<file path="config.mk">
export PLATFORM = sky130hd
export DESIGN_NAME = ltl_layer1_control
export DESIGN_NICKNAME = d
export VERILOG_FILES = /design/src/logic/ltl_pkg.sv /design/src/logic/ltl_serial_port.sv /design/src/logic/ltl_layer1_control.sv
export SDC_FILE = /design/constraint.sdc
export NUM_CORES = 1
export LEC_CHECK = 0
export ABC_CLOCK_PERIOD_IN_PS = 1700
export BUFFER_PORTS_ARGS = -buffer_cell sky130_fd_sc_hd__buf_2
export CAP_MARGIN = 5
export CORE_MARGIN = 2
export CORE_UTILIZATION = 53
export DETAILED_ROUTE_END_ITERATION = 12
export HOLD_SLACK_MARGIN = 0.15
export PLACE_DENSITY = 0.75
export SETUP_SLACK_MARGIN = 0.02
export SYNTH_ARGS = -nofsm -noshare
export SYNTH_HDL_FRONTEND = slang
export SYNTH_SLANG_ARGS = --single-unit
</file>
<file path="constraint.sdc">
create_clock -name sys_clk -period 1.7 [get_ports sys_clk]
set_input_delay 0.085 -clock sys_clk [delete_from_list [all_inputs] [get_ports sys_clk]]
set_output_delay 0.085 -clock sys_clk [all_outputs]
set_load 0.1 [all_outputs]
</file>
<file path="src/logic/ltl_pkg.sv">
/*
  Package for the layer-1 control block: widths, state enums, carriers and counts.
  Assumes a single system clock at 25 MHz and a serial control port clocked by the host.
*/
package ltl_pkg;

  localparam int unsigned SYS_CLK_HZ       = 25000000;
  localparam int unsigned REG_WIDTH        = 8;
  localparam int unsigned XTAL_RESET_MIN   = 40;
  localparam int unsigned XTAL_RELEASE_MIN = 10;
  localparam int unsigned XTAL_SEQ_TOTAL   = XTAL_RESET_MIN + XTAL_RELEASE_MIN;
  localparam int unsigned WAKE_FRAMES      = 6;
  localparam int unsigned LINE_RATE_BPS    = 384000;
  localparam int unsigned FRAME_CLK_HZ     = 1536000;
  localparam int unsigned LINE_DIV         = FRAME_CLK_HZ / LINE_RATE_BPS;
  localparam int unsigned AUX_DIV          = 16;
  localparam int unsigned FRAME_LEN        = 32;
  localparam int unsigned LEVEL_TIMEOUT_MS = 110;
  localparam logic [7:0]  CTRL_RESET       = 8'h00;

  localparam int unsigned ST_SYNC_BIT      = 0;
  localparam int unsigned ST_ACTIVE_BIT    = 1;
  localparam int unsigned ST_SYNC_L2_BIT   = 2;
  localparam int unsigned ST_ACTIVE_L2_BIT = 3;
  localparam int unsigned ST_LEVEL_BIT     = 4;
  localparam int unsigned ST_DEACT_BIT     = 5;

  typedef enum logic [1:0] {
    LTL_MODE_ENDPOINT,
    LTL_MODE_REPEATER,
    LTL_MODE_HDLC
  } ltl_mode_t;

  typedef enum {
    LTL_PWR_RESET,
    LTL_PWR_TAIL,
    LTL_PWR_FRAMES,
    LTL_PWR_DEACT,
    LTL_PWR_RUN
  } ltl_pwr_t;

  typedef struct packed {
    logic signal_seen;
    logic bit_sync;
    logic activated;
    logic service_bit;
  } ltl_line_t;

  typedef struct packed {
    logic sync_reached_ind;
    logic line_active_ind;
    logic sync_reached_loop2_ind;
    logic line_active_loop2_ind;
    logic level_detect;
    logic deactivated;
  } ltl_ind_t;

endpackage : ltl_pkg

</file>
<file path="src/logic/ltl_serial_port.sv">
/*
  Serial control port slave: shifts the first status register out on MISO and
  takes the first control register in from MOSI, both most significant bit first.
  Assumes sclk, cs_n and mosi are already synchronised to sys_clk.
*/
`timescale 1ns/10ps
module ltl_serial_port
  import ltl_pkg::*;
(
  input  wire logic                 sys_clk,
  input  wire logic                 rst_n,
  input  wire logic                 cs_n,
  input  wire logic                 sclk,
  input  wire logic                 mosi,
  input  wire logic [REG_WIDTH-1:0] status_in,
  output logic                      miso,
  output logic [REG_WIDTH-1:0]      first_control_reg,
  output logic                      ctrl_written
);

  logic                 sclk_d;
  logic [REG_WIDTH-1:0] shift_out;
  logic [REG_WIDTH-1:0] shift_in;
  logic [3:0]           bit_cnt;
  logic                 fall;
  logic                 rise;

  assign fall = sclk_d & ~sclk;
  assign rise = ~sclk_d & sclk;

  always_ff @(posedge sys_clk) begin
    if (!rst_n) begin
      sclk_d <= 1'b1;
    end else begin
      sclk_d <= sclk;
    end
  end

  // Status snapshot at first fall keeps the word coherent during the shift
  always_ff @(posedge sys_clk) begin
    if (!rst_n || cs_n) begin
      shift_out <= '0;
      miso      <= 1'b0;
    end else if (fall && bit_cnt == 4'h0) begin
      shift_out <= {status_in[REG_WIDTH-2:0], 1'b0};
      miso      <= status_in[REG_WIDTH-1];
    end else if (fall) begin
      shift_out <= {shift_out[REG_WIDTH-2:0], 1'b0};
      miso      <= shift_out[REG_WIDTH-1];
    end
  end

  always_ff @(posedge sys_clk) begin
    if (!rst_n || cs_n) begin
      bit_cnt  <= 4'h0;
      shift_in <= '0;
    end else if (rise && bit_cnt < 4'(REG_WIDTH)) begin
      bit_cnt  <= bit_cnt + 4'h1;
      shift_in <= {shift_in[REG_WIDTH-2:0], mosi};
    end
  end

  always_ff @(posedge sys_clk) begin
    if (!rst_n) begin
      first_control_reg <= CTRL_RESET;
      ctrl_written      <= 1'b0;
    end else begin
      ctrl_written <= 1'b0;
      if (!cs_n && rise && bit_cnt == 4'(REG_WIDTH - 1)) begin
        first_control_reg <= {shift_in[REG_WIDTH-2:0], mosi};
        ctrl_written      <= 1'b1;
      end
    end
  end

endmodule : ltl_serial_port

</file>
<file path="src/logic/ltl_layer1_control.sv">
/*
  Layer-1 control top: power-up reset sequence, line rate and auxiliary dividers,
  line state indications and the serial control port.
  Assumes crystal_clock_in, the frame-bus clock and all pin inputs are asynchronous
  to sys_clk and much slower than it; each except mode and restart_activation_cmd passes two flip-flops before use.
*/
`timescale 1ns/10ps
// How it works
// - Repeater mode: line rate divided from frame clock
// - Endpoint mode: timing from plain crystal dividers
// - HDLC mode: reset pin pulse resets device
// - After 50 pulses, 6 frames, then deactivated
// - Signal seen, no bit sync: level detect
// - Loop 2 follows the normal endpoint states
// - Service bit one selects loop-2 indications
// - First falling clock loads status, drives MSB
// - Later clocks shift remaining status bits out
// - Control taken on last period rising edge
module ltl_layer1_control
  import ltl_pkg::*;
(
  input  wire logic            sys_clk,
  input  wire logic            rst_n,
  input  wire ltl_mode_t       mode,
  input  wire logic            reset_pin_n,
  input  wire logic            crystal_clock_in,
  input  wire logic            frame_clk_in,
  input  wire ltl_line_t       line_in,
  input  wire logic            restart_activation_cmd,
  input  wire logic            cs_n,
  input  wire logic            sclk,
  input  wire logic            mosi,
  output logic                 miso,
  output logic                 line_bit_clk,
  output logic                 aux_clk,
  output logic                 frame_sync,
  output logic                 device_reset,
  output ltl_ind_t             indications,
  output logic [REG_WIDTH-1:0] first_control_reg
);

  logic [1:0] xtal_sync;
  logic [1:0] frm_sync;
  logic [1:0] rstp_sync;
  logic [1:0] cs_sync;
  logic [1:0] sclk_sync;
  logic [1:0] mosi_sync;
  logic [3:0] line_sync [2];
  logic       xtal_d;
  logic       frm_d;
  logic       xtal_rise;
  logic       frm_rise;
  logic       reset_active;
  ltl_line_t  line_s;

  ltl_pwr_t   pwr;
  logic [5:0] xtal_cnt;
  logic [2:0] frame_cnt;
  logic [4:0] frame_pos;
  logic       powered_up;
  logic [1:0] line_div_cnt;
  logic [3:0] aux_div_cnt;
  logic [REG_WIDTH-1:0] status_word;
  logic [REG_WIDTH-1:0] ctrl_value;
  logic       ctrl_written;
  logic       spi_miso;

  // Two stages on every pin except mode and restart_activation_cmd; first stage read only by the second
  always_ff @(posedge sys_clk) begin
    if (!rst_n) begin
      xtal_sync <= 2'h0;
      frm_sync  <= 2'h0;
      rstp_sync <= 2'h3;
      cs_sync   <= 2'h3;
      sclk_sync <= 2'h3;
      mosi_sync <= 2'h0;
      line_sync[0] <= 4'h0;
      line_sync[1] <= 4'h0;
    end else begin
      xtal_sync <= {xtal_sync[0], crystal_clock_in};
      frm_sync  <= {frm_sync[0], frame_clk_in};
      rstp_sync <= {rstp_sync[0], reset_pin_n};
      cs_sync   <= {cs_sync[0], cs_n};
      sclk_sync <= {sclk_sync[0], sclk};
      mosi_sync <= {mosi_sync[0], mosi};
      line_sync[0] <= line_in;
      line_sync[1] <= line_sync[0];
    end
  end

  assign line_s       = ltl_line_t'(line_sync[1]);
  assign xtal_rise    = xtal_sync[1] & ~xtal_d;
  assign frm_rise     = frm_sync[1] & ~frm_d;
  assign reset_active = ~rstp_sync[1];

  always_ff @(posedge sys_clk) begin
    if (!rst_n) begin
      xtal_d <= 1'b0;
      frm_d  <= 1'b0;
    end else begin
      xtal_d <= xtal_sync[1];
      frm_d  <= frm_sync[1];
    end
  end

  // Reset pin acts in every mode; HDLC configuration relies on it
  always_ff @(posedge sys_clk) begin
    if (!rst_n) begin
      device_reset <= 1'b1;
    end else begin
      device_reset <= reset_active;
    end
  end

  // Power-up sequence counted on crystal edges; host supplies the pulses
  always_ff @(posedge sys_clk) begin
    if (!rst_n) begin
      pwr        <= LTL_PWR_RESET;
      xtal_cnt   <= 6'h00;
      frame_cnt  <= 3'h0;
      powered_up <= 1'b0;
    end else begin
      unique case (pwr)
        LTL_PWR_RESET: begin
          if (xtal_rise && reset_active && xtal_cnt < 6'(XTAL_RESET_MIN)) begin
            xtal_cnt <= xtal_cnt + 6'h01;
          end
          if (!reset_active) begin
            if (powered_up) begin
              pwr <= LTL_PWR_RUN;
            end else if (xtal_cnt >= 6'(XTAL_RESET_MIN)) begin
              pwr <= LTL_PWR_TAIL;
            end else begin
              xtal_cnt <= 6'h00;
            end
          end
        end
        LTL_PWR_TAIL: begin
          if (reset_active) begin
            pwr      <= LTL_PWR_RESET;
            xtal_cnt <= 6'(XTAL_RESET_MIN); // Re-entry must still see ten tail pulses
          end else if (xtal_rise) begin
            xtal_cnt <= xtal_cnt + 6'h01;
            if (xtal_cnt == 6'(XTAL_SEQ_TOTAL - 1)) begin
              pwr       <= LTL_PWR_FRAMES;
              frame_cnt <= 3'h0;
            end
          end
        end
        LTL_PWR_FRAMES: begin
          if (reset_active) begin
            pwr      <= LTL_PWR_RESET;
            xtal_cnt <= 6'(XTAL_RESET_MIN); // A count past the tail end would have to wrap before the tail could end
          end else if (frame_sync && frame_cnt == 3'(WAKE_FRAMES - 1)) begin
            pwr        <= LTL_PWR_DEACT;
            powered_up <= 1'b1;
          end else if (frame_sync) begin
            frame_cnt <= frame_cnt + 3'h1;
          end
        end
        LTL_PWR_DEACT: begin
          if (reset_active) begin
            pwr <= LTL_PWR_RESET;
          end else if (line_s.signal_seen) begin
            pwr <= LTL_PWR_RUN;
          end
        end
        LTL_PWR_RUN: begin
          if (reset_active) begin
            pwr <= LTL_PWR_RESET;
          end else if (restart_activation_cmd) begin
            pwr <= LTL_PWR_DEACT;
          end
        end
      endcase
    end
  end

  // Frame marker from frame-bus clock; one pulse per frame
  always_ff @(posedge sys_clk) begin
    if (!rst_n) begin
      frame_pos  <= 5'h00;
      frame_sync <= 1'b0;
    end else begin
      frame_sync <= 1'b0;
      if (frm_rise) begin
        frame_pos <= frame_pos + 5'h01;
        if (frame_pos == 5'(FRAME_LEN - 1)) begin
          frame_sync <= 1'b1;
        end
      end
    end
  end

  // Line and aux clocks; repeater locks the line clock to frame clock, aux always from crystal
  always_ff @(posedge sys_clk) begin
    if (!rst_n) begin
      line_div_cnt <= 2'h0;
      aux_div_cnt  <= 4'h0;
      line_bit_clk <= 1'b0;
      aux_clk      <= 1'b0;
    end else begin
      if (mode == LTL_MODE_REPEATER ? frm_rise : xtal_rise) begin
        line_div_cnt <= line_div_cnt + 2'h1;
        if (line_div_cnt == 2'(LINE_DIV / 2 - 1) || line_div_cnt == 2'(LINE_DIV - 1)) begin
          line_bit_clk <= ~line_bit_clk;
        end
      end
      if (xtal_rise) begin
        aux_div_cnt <= aux_div_cnt + 4'h1;
        if (aux_div_cnt == 4'(AUX_DIV / 2 - 1) || aux_div_cnt == 4'(AUX_DIV - 1)) begin
          aux_clk <= ~aux_clk;
        end
      end
    end
  end

  // Loop 2 shares endpoint states; only the reported code changes
  always_ff @(posedge sys_clk) begin
    if (!rst_n) begin
      indications <= '0;
    end else begin
      indications.deactivated  <= (pwr != LTL_PWR_RUN);
      indications.level_detect <= (pwr == LTL_PWR_RUN) && line_s.signal_seen
                                  && !line_s.bit_sync;
      indications.sync_reached_ind <= (pwr == LTL_PWR_RUN) && line_s.bit_sync
                                      && !line_s.activated && !line_s.service_bit;
      indications.sync_reached_loop2_ind <= (pwr == LTL_PWR_RUN) && line_s.bit_sync
                                      && !line_s.activated && line_s.service_bit;
      indications.line_active_ind <= (pwr == LTL_PWR_RUN) && line_s.bit_sync
                                     && line_s.activated && !line_s.service_bit;
      indications.line_active_loop2_ind <= (pwr == LTL_PWR_RUN) && line_s.bit_sync
                                     && line_s.activated && line_s.service_bit;
    end
  end

  always_comb begin
    status_word = '0;
    status_word[ST_SYNC_BIT]      = indications.sync_reached_ind;
    status_word[ST_ACTIVE_BIT]    = indications.line_active_ind;
    status_word[ST_SYNC_L2_BIT]   = indications.sync_reached_loop2_ind;
    status_word[ST_ACTIVE_L2_BIT] = indications.line_active_loop2_ind;
    status_word[ST_LEVEL_BIT]     = indications.level_detect;
    status_word[ST_DEACT_BIT]     = indications.deactivated;
  end

  ltl_serial_port u_port (
    .sys_clk           (sys_clk),
    .rst_n             (rst_n),
    .cs_n              (cs_sync[1]),
    .sclk              (sclk_sync[1]),
    .mosi              (mosi_sync[1]),
    .status_in         (status_word),
    .miso              (spi_miso),
    .first_control_reg (ctrl_value),
    .ctrl_written      (ctrl_written)
  );

  always_ff @(posedge sys_clk) begin
    if (!rst_n) begin
      miso              <= 1'b0;
      first_control_reg <= CTRL_RESET;
    end else begin
      miso <= spi_miso;
      if (ctrl_written) begin
        first_control_reg <= ctrl_value;
      end
    end
  end

endmodule : ltl_layer1_control

</file>
# Word level (Yosys, flattened, before mapping)
# Memories as Yosys holds them, arrays and structs flattened.
# Index checks and enable logic that the tools add are counted.
word_totals:
  register_bits: 115
  ramBits: 8
  in_bits: 15
  out_inout_bits: 19
  wordCells: 161
  mem_count: 1
memory_table:
  columns: ["memory", "depth", "word_bits", "rd", "rd_clocked_by_memory_dff", "write_ports", "line_no", "rtl"]
  rows:
  - ["line_sync", 2, 4, 2, 0, 2, "ltl_layer1_control.sv:48", "logic [3:0] line_sync [2];"]
op_classes:
  n_addsub: 6
  magnitude_cmp: 3
  eq_ne: 29
  muxes: 37
  bitwise: 13
  reduce_logical: 37
ops:
  columns: ["operator", "count"]
  rows:
  - ["$mux W32", 12]
  - ["$pmux W32 S5", 1]
  - ["$eq A32 B2 Y1 const B", 2]
  - ["$mux W6", 7]
  - ["$eq A32 B1 Y1 const B", 1]
  - ["$eq A32 B3 Y1 const B", 1]
  - ["$eq A32 B4 Y1 const B", 1]
  - ["$logic_not A32 Y1", 1]
  - ["$ne A32 B4 Y1 const B", 1]
  - ["$mux W3", 6]
  - ["$ne A3 B3 Y1 const B", 6]
  - ["$pmux W6 S3", 1]
  - ["$logic_and A1 B1 Y1", 16]
  - ["$ne A2 B2 Y1 const B", 8]
  - ["$mux W7", 2]
  - ["$reduce_and A7 Y1", 2]
  - ["$add A4 B1 Y4 const B", 2]
  - ["$eq A4 B3 Y1 const B", 2]
  - ["$mux W4", 2]
  - ["$not A1 Y1", 7]
  - ["$add A6 B1 Y6 const B", 1]
  - ["$eq A6 B6 Y1 const B", 1]
  - ["$ge A6 B6 Y1 const B", 1]
  - ["$lt A6 B6 Y1 const B", 1]
  - ["other kinds (21)", 40]

# Longest topological paths before layout
# Gate-level depths: netlist (run 1).
depth:
  ltp_word: 9
  depth_mapped: 7
  ltp_nobuf: 7

# Modules after synthesis
# From an unflattened synthesis (run 1), not the netlist that was laid out.
unflattened:
  cells_unflattened: 429
  area_unflattened_um2: 3851.2
by_module_without_submodules:
  columns: ["mod", "instances", "cells_each", "area_each_um2", "seq_area_each_um2"]
  rows:
  - ["ltl_layer1_control", 1, 292, 2692.6, 1281.2]
  - ["ltl_serial_port", 1, 137, 1158.6, 580.6]

# Worst setup path before layout (run 1)
# OpenSTA, ideal clock, no wires.
synth_path:
  kind: "reg-to-reg"
  start: "register frame_sync"
  end: "register pwr[1]"
  setup_ps: 116
  arrival_ps: 2024
  required_ps: 1584
  setup_slack_ps: -440
  path_stages_with_launch: 6
  path_buffers: 0
  period_less_slack_ps: 2140
  path_cell_list: "dfxtp_1 > nand3_1 > nor2b_1 > o31ai_1 > nand2_1 > a31o_2"
synth_between:
  elab_chain_len: 3
synth_rtl:
  columns: ["element", "line_no", "rtl"]
  rows:
  - ["start: declaration", "ltl_layer1_control.sv:36", "output logic frame_sync,"]
  - ["start signal: assignment", "ltl_layer1_control.sv:183", "frame_sync <= 1'b0;"]
  - ["start signal: assignment", "ltl_layer1_control.sv:185", "frame_sync <= 1'b0;"]
  - ["start signal: assignment", "ltl_layer1_control.sv:189", "frame_sync <= 1'b1;"]
  - ["$logic_and A1 B1 Y1", "ltl_layer1_control.sv:154", "end else if (frame_sync && frame_cnt == 3'(WAKE_FRAMES - 1)) begin"]
  - ["$ne A3 B3 Y1 (no line)", null, null]
  - ["$reduce_and A7 Y1 (no line)", null, null]
  - ["end signal: assignment", "ltl_layer1_control.sv:152", "pwr <= LTL_PWR_RESET;"]
  - ["end signal: assignment", "ltl_layer1_control.sv:155", "pwr <= LTL_PWR_DEACT;"]
  - ["end signal: assignment", "ltl_layer1_control.sv:163", "pwr <= LTL_PWR_RESET;"]
  - ["end: declaration", "ltl_layer1_control.sv:56", "ltl_pwr_t pwr;"]
# No other way between the ends.
# A chain may end at the register's enable or synchronous reset.

# Worst setup path in the final report (run 1)
layout_path:
  start: "register pwr[2]"
  end: "register pwr[1]"
layout_between:
  elab_chain_len: 3
  word_cells_on_any_way: 14
  classes_between: "eq/ne: 11; mux: 1; reduce/logical: 2"
layout_rtl:
  columns: ["element", "line_no", "rtl"]
  rows:
  - ["start signal: assignment", "ltl_layer1_control.sv:118", "pwr <= LTL_PWR_RESET;"]
  - ["start signal: assignment", "ltl_layer1_control.sv:130", "pwr <= LTL_PWR_RUN;"]
  - ["start signal: assignment", "ltl_layer1_control.sv:132", "pwr <= LTL_PWR_TAIL;"]
  - ["$eq A32 B2 Y1, or another cell as far along", "ltl_layer1_control.sv:123", "unique case (pwr)"]
  - ["$ne A3 B3 Y1 (no line) / $ne A2 B2 Y1 (equally long branches)", null, null]
  - ["$reduce_and A7 Y1 (no line)", null, null]
# Parallel ways exist; a longest one is shown, timed or not.

==> results of run 1 <==
timing repair:
action,in CTS,in global routing
endpoints found under the hold margin,13,0
pin swaps,6,3
gates resized for setup,10,15
hold buffers,13,0
setup endpoints to repair,6,10
setup buffers,3,2
synthesized netlist by cell type, types with 5 or more instances:
master and instances:
mux2i_1 33, dfxtp_1 93, nor3_1 8, a211oi_1 8, and3_1 5, o21ai_0 5
nor2_1 63, nor2b_1 8, ha_1 12, o31ai_1 5, nand2_1 13, and2_1 17
buf_2 6, xor2_1 7, nand2b_1 10, xnor2_1 7, nand3_1 8, a21oi_1 15
clkbuf_1 16, inv_1 11
power breakdown:
part | internal, mW | total, mW | leakage (nW) | switching, mW
Clock | 0.529 | 1.25 | 0.0764 | 0.717
Combinational | 0.118 | 0.258 | 1.02 | 0.140
Sequential | 2.21 | 2.23 | 0.759 | 0.0201
Total | 2.86 | 3.73 | 1.85 | 0.877
cell type report:
class,count,area (um^2)
fill,571,2260
sequential,93,1880
multi-input combinational,265,1810
timing repair buffer,79,559
clock buffer,12,135
tap,96,120
inverter,12,45.0
clock inverter,4,25.0
worst register-to-register path: cells and delay by family, from the launching register on:
family / cells / cell delay (ns)
simple gates: 2 / 0.64
flops: 1 / 0.37
compound gates: 3 / 0.61
cell families (layout without fill, tap and decap cells):
group,after synthesis,after routing
muxes,34,34
xor gates and xnor gates,14,14
AOI/OAI and AO/OA,52,52
DFF,93,93
and+or+nand+nor,153,153
adders and majority gates,12,12
buffers and inverters,34,107
worst max-delay path by stage:
stage,startpoint,endpoint,slack (ns),depth (start not counted)
after global placement,pwr[1],pwr[1],0.02,6
final,pwr[2],pwr[1],-0.02,5
after global routing,xtal_sync[1],xtal_cnt[2],-0.07,5
after detailed placement,pwr[1],pwr[1],-0.03,6
after floorplan,xtal_d,xtal_cnt[4],0.03,5
after CTS,pwr[1],xtal_cnt[4],-0.0005,5
layer usage:
layer  global-route usage, %  up-vias
met5                       0        -
met4                    9.09        0
met3                    4.05        9
met2                    35.7       43
met1                    24.6     1387
li1                        -     1474
stage by stage:
step                power, mW  cell area (um^2)   TNS (ns)  worst slack, ns
global placement         2.50              4170          0           0.0199
finish                   3.73              4580    -0.0189          -0.0188
detailed placement       2.51              4170    -0.0640          -0.0310
global route             3.89              4580     -0.161          -0.0655
CTS                      3.76              4520  -0.000469        -0.000469
floorplan                2.43              3750          0           0.0258
cell usage in the layout (no fill, tap or decap), types with 12 or more instances in the layout:
cell,instances
a21oi_1,14
and2_1,17
buf_2,33
buf_4,31
dfxtp_1,87
dlygate4sd3_1,13
ha_1,12
mux2i_1,33
nand2_1,13
nor2_1,61
==> impl_metrics.env, run 1 <==
export IMPL_fin_util_pct=67.0
export IMPL_setup_slack_ns=-0.0188
export IMPL_hold_path_end="line_div_cnt[1]"
export IMPL_top_layer="met4"
export IMPL_min_from="mode[1]"
export IMPL_syn_to_final_growth_pct=22.2
export IMPL_slew_headroom_pct=53.4
export IMPL_holdWs_ns=0.230
export IMPL_first_pass_iters=4
export IMPL_wl_met1_um=3450
export IMPL_critPathMaxStageDelay_ns=0.46
export IMPL_drv_slew=0
export IMPL_antenna_found_initial=0
export IMPL_routed_wl_um=7410
export IMPL_worst_pin_slew_ns=0.699
export IMPL_ys_seq_area_share_pct=49.7
export IMPL_crit_buf_inv=0
export IMPL_grt_pass1_vias=2759
export IMPL_setup_viol=2
export IMPL_clk_pin_slew_ns=0.09
export IMPL_wl_per_cell_um=13.2
export IMPL_num_rows=30
export IMPL_cp_max_fo=5
export IMPL_wl_met2_um=3670
export IMPL_synth_cell_types=46
export IMPL_hold_viol=0
export IMPL_track_usage_pct=20.5
export IMPL_clock_sinks=93
export IMPL_synth_edf_count=0
export IMPL_worst_ep_arrival_time_ns=1.96
export IMPL_io_buffer_count=33
export IMPL_required_ns=1.94
export IMPL_synth_flop_cell="dfxtp_1"
export IMPL_worstSetupPathType="flip-flop to flip-flop"
export IMPL_finalClockSkew_ns=0.00666
export IMPL_dr_wl_met3_um=177
export IMPL_hold_class="input port to flip-flop"
export IMPL_synthesis_nets=419
export IMPL_start_util_pct=54.8
export IMPL_drt_iter0_drc=83
export IMPL_remaining_drc_errors=0
export IMPL_htree_levels=3
export IMPL_die_area_um2=7750
export IMPL_rr_startpoint="pwr[2]"
export IMPL_cp_end_kind="flip-flop"
export IMPL_synth_top_area_share_pct=49.7
export IMPL_fmax_mhz=582
export IMPL_grt_start_max_net_pins=36
export IMPL_cp_start_kind="flip-flop"
export IMPL_die_x_um=88.1
export IMPL_post_route_period_util_pct=101
export IMPL_antennaDiodeCount=0
export IMPL_synth_simple_area_share_pct=20.8
export IMPL_synth_xor_area_share_pct=3.27
export IMPL_dp_hpwl_um=4960
export IMPL_place_gp_congestion=0.795
export IMPL_leakagePower_nw=1.85
export IMPL_synth_async_sr_flop_share_pct=0
export IMPL_cts_root_buf="clkbuf_8"
export IMPL_cts_buffer_depth=2
export IMPL_overflow=0
export IMPL_cts_buffers=9
export IMPL_dieHeight_um=88.1
export IMPL_yosys_warnings=0
export IMPL_yosysTopAreaCell="dfxtp_1"
export IMPL_cts_tree="yes"
export IMPL_reg2regPathDepth=5
export IMPL_place_inst=528
export IMPL_detail_route_antenna_nets=0
export IMPL_clk_latency_ns=0.35
export IMPL_synth_top_family_by_area="simple AND/OR/NAND/NOR gates"
export IMPL_io_pins=34
export IMPL_violations="setup timing"
export IMPL_hold_path_depth=4
export IMPL_core_area_um2=6830
export IMPL_rsz0062_at_grt="yes"
export IMPL_crit_chain="or3b_2 -> a31oi_1 -> o31ai_4 -> and3_1 -> a31o_2"
export IMPL_synth_cells=392
export IMPL_r2r_end="pwr[1]"
export IMPL_power_density_nw_per_um2=816
export IMPL_synthMuxAreaShare_pct=9.12
export IMPL_synth_compound_area_share_pct=9.42
export IMPL_critPathSlowestCell="or3b_2"
export IMPL_synth_area_leaders="dfxtp_1 50%, mux2i_1 8.8%, nor2_1 6.3%"
export IMPL_max_cap_violations=0
export IMPL_layout_nets=487
export IMPL_avgSynthCellArea_um2=9.55
export IMPL_netlist_area_um2=3740
export IMPL_synth_seq_cells=93
export IMPL_via_per_inst=5.19
export IMPL_irDropWorstVdd_mv=0.574
export IMPL_num_vias=2913
export IMPL_fin_cells=561
export IMPL_status="finished with violations"
export IMPL_crit_family="simple AND/OR/NAND/NOR gates"
export IMPL_layout_drive_gt1_share_pct=22.2
export IMPL_grt_pass1_wl_um=12400
export IMPL_fin_crit_ns=1.72
export IMPL_r2r_slack_ns=-0.02
export IMPL_synth_adder_area_share_pct=4.01
Power figures use the tool's default switching activity.
==> inputs of run 2 (changes only) <==
==> constraint.sdc (replaced) <==
create_clock -name sys_clk -period 1.7 [get_ports sys_clk]
set_input_delay 0.085 -clock sys_clk [delete_from_list [all_inputs] [get_ports sys_clk]]
set_output_delay 0.085 -clock sys_clk [all_outputs]
set_load 0.01 [all_outputs]
==> run 2 against run 1 <==
Against the previous run: the flow still finishes with violations (setup timing); clock power up 16%; critical endpoint is now xtal_cnt[4]; maximum frequency down 1.6%; critical path depth unchanged; largest cell class is now multi-input combinational cells; die area unchanged; global-route usage down 0.39 points; cell count up 0.89%; count of clock-buffer cells in the layout down 3; largest power group unchanged; worst hold slack worse by 0.0093 ns.
==> impl_metrics.env, run 2 (synthesized netlist as in run 1, its figures left out) <==
export IMPL_setup_slack_ns=-0.0460
export IMPL_clk_pin_slew_ns=0.09
export IMPL_num_vias=2930
export IMPL_cp_start_kind="flip-flop"
export IMPL_fin_util_pct=69.0
export IMPL_grt_pass1_wl_um=12100
export IMPL_die_x_um=88.1
export IMPL_cts_root_buf="clkbuf_8"
export IMPL_worst_ep_arrival_time_ns=2.03
export IMPL_io_buffer_count=33
export IMPL_grt_pass1_vias=2668
export IMPL_finalClockSkew_ns=0.00696
export IMPL_place_gp_congestion=0.825
export IMPL_first_pass_iters=4
export IMPL_drt_iter0_drc=88
export IMPL_leakagePower_nw=1.91
export IMPL_dieHeight_um=88.1
export IMPL_r2r_slack_ns=-0.05
export IMPL_cp_end_kind="flip-flop"
export IMPL_fin_crit_ns=1.75
export IMPL_antenna_found_initial=0
export IMPL_holdWs_ns=0.221
export IMPL_detail_route_antenna_nets=0
export IMPL_remaining_drc_errors=0
export IMPL_worst_pin_slew_ns=0.696
export IMPL_layout_commonest_cell="dfxtp_1"
export IMPL_dp_hpwl_um=4860
export IMPL_post_route_period_util_pct=103
export IMPL_core_area_um2=6830
export IMPL_slew_headroom_pct=53.6
export IMPL_num_rows=30
export IMPL_layout_drive_gt1_share_pct=26.2
export IMPL_drv_slew=0
export IMPL_layout_nets=492
export IMPL_place_inst=530
export IMPL_fmax_mhz=573
export IMPL_htree_levels=3
export IMPL_routed_wl_um=7610
export IMPL_cts_buffer_depth=2
export IMPL_hold_class="input port to flip-flop"
export IMPL_setup_viol=3
export IMPL_irDropWorstVdd_mv=0.549
export IMPL_required_ns=1.98
export IMPL_hold_viol=0
export IMPL_fin_cells=566
export IMPL_antennaDiodeCount=0
export IMPL_mostFrequentLayoutCells="86 x dfxtp_1, 59 x nor2_1, 34 x buf_4"
export IMPL_max_cap_violations=0
export IMPL_track_usage_pct=20.1
export IMPL_rsz0062_at_grt="yes"
export IMPL_die_area_um2=7750
export IMPL_via_per_inst=5.18
export IMPL_clk_latency_ns=0.35
export IMPL_io_pins=34
export IMPL_worstSetupPathType="flip-flop to flip-flop"
export IMPL_power_density_nw_per_um2=834
export IMPL_clock_sinks=93
export IMPL_overflow=0
export IMPL_grt_start_max_net_pins=36
export IMPL_violations="setup timing"
export IMPL_cts_buffers=9
export IMPL_status="finished with violations"
export IMPL_start_util_pct=54.8
export IMPL_syn_to_final_growth_pct=25.8
export IMPL_cp_max_fo=4
export IMPL_wl_per_cell_um=13.4
export IMPL_cts_tree="yes"
-- run 2: cell types whose count changed in the layout (fill, tap and decap cells not counted), sizes merged --
| cell | before | now |
|---|---|---|
| buf | 66 | 71 |
| clkinv | 3 | 4 |
| bufinv | 0 | 1 |
| clkbuf | 12 | 9 |
| inv | 11 | 12 |
-- run 2: cell type report --
type | instances | area (um^2)
Inverter | 12 | 45.0
Clock inverter | 7 | 75.1
Fill cell | 541 | 2120
Tap cell | 96 | 120
Clock buffer | 9 | 124
Multi-Input combinational cell | 265 | 1880
Sequential cell | 93 | 1870
Timing Repair Buffer | 84 | 596
-- run 2: worst paths after layout --
check / from / end / cells after the start
max: xtal_d / xtal_cnt[4] / 5
min: mode[1] / line_div_cnt[1] / 4
max reg2reg: xtal_d / xtal_cnt[4] / 5
min reg2reg: rstp_sync[0] / rstp_sync[1] / 1
-- run 2: power by group --
part	switching (mW)	internal [mW]
logic	0.124	0.117
registers	0.0200	2.21
clock network	0.768	0.687
total	0.912	3.02
-- run 2: stage by stage --
| step | setup WS (ns) | instance area, um^2 | setup TNS [ns] | power [mW] |
|---|---|---|---|---|
| final | -0.0460 | 4710 | -0.0645 | 3.93 |
| after CTS | 0.0288 | 4550 | 0 | 3.93 |
| after global placement | -0.0329 | 4170 | -0.0838 | 2.47 |
| after detailed placement | -0.0740 | 4170 | -0.213 | 2.48 |
| after global routing | -0.0558 | 4710 | -0.171 | 4.07 |
| after floorplan | 0.0258 | 3740 | 0 | 2.41 |
-- run 2: per-layer routing --
layer / vias to the layer above / part of all wire (%) / GRT usage, %
met5: - / 0 / 0
met4: 0 / 2.3 / 7.16
met3: 19 / 3.3 / 5.18
met2: 54 / 50 / 34.0
met1: 1369 / 44 / 24.9
li1: 1488 / - / -
-- run 2: timing repair --
item                                   CTS  global route
pin swaps                                5            10
endpoints found under the hold margin   13             0
setup endpoints to repair                8             9
resized for setup                       11            30
hold buffers                            13             0
setup buffers                            1             7
-- run 2: critical path: stages (launching register included) --
cell      delay (ns)
dfxtp_2         0.33
nand2b_4        0.13
a21o_1          0.19
a221o_1         0.37
or4_4           0.50
a21oi_2         0.15
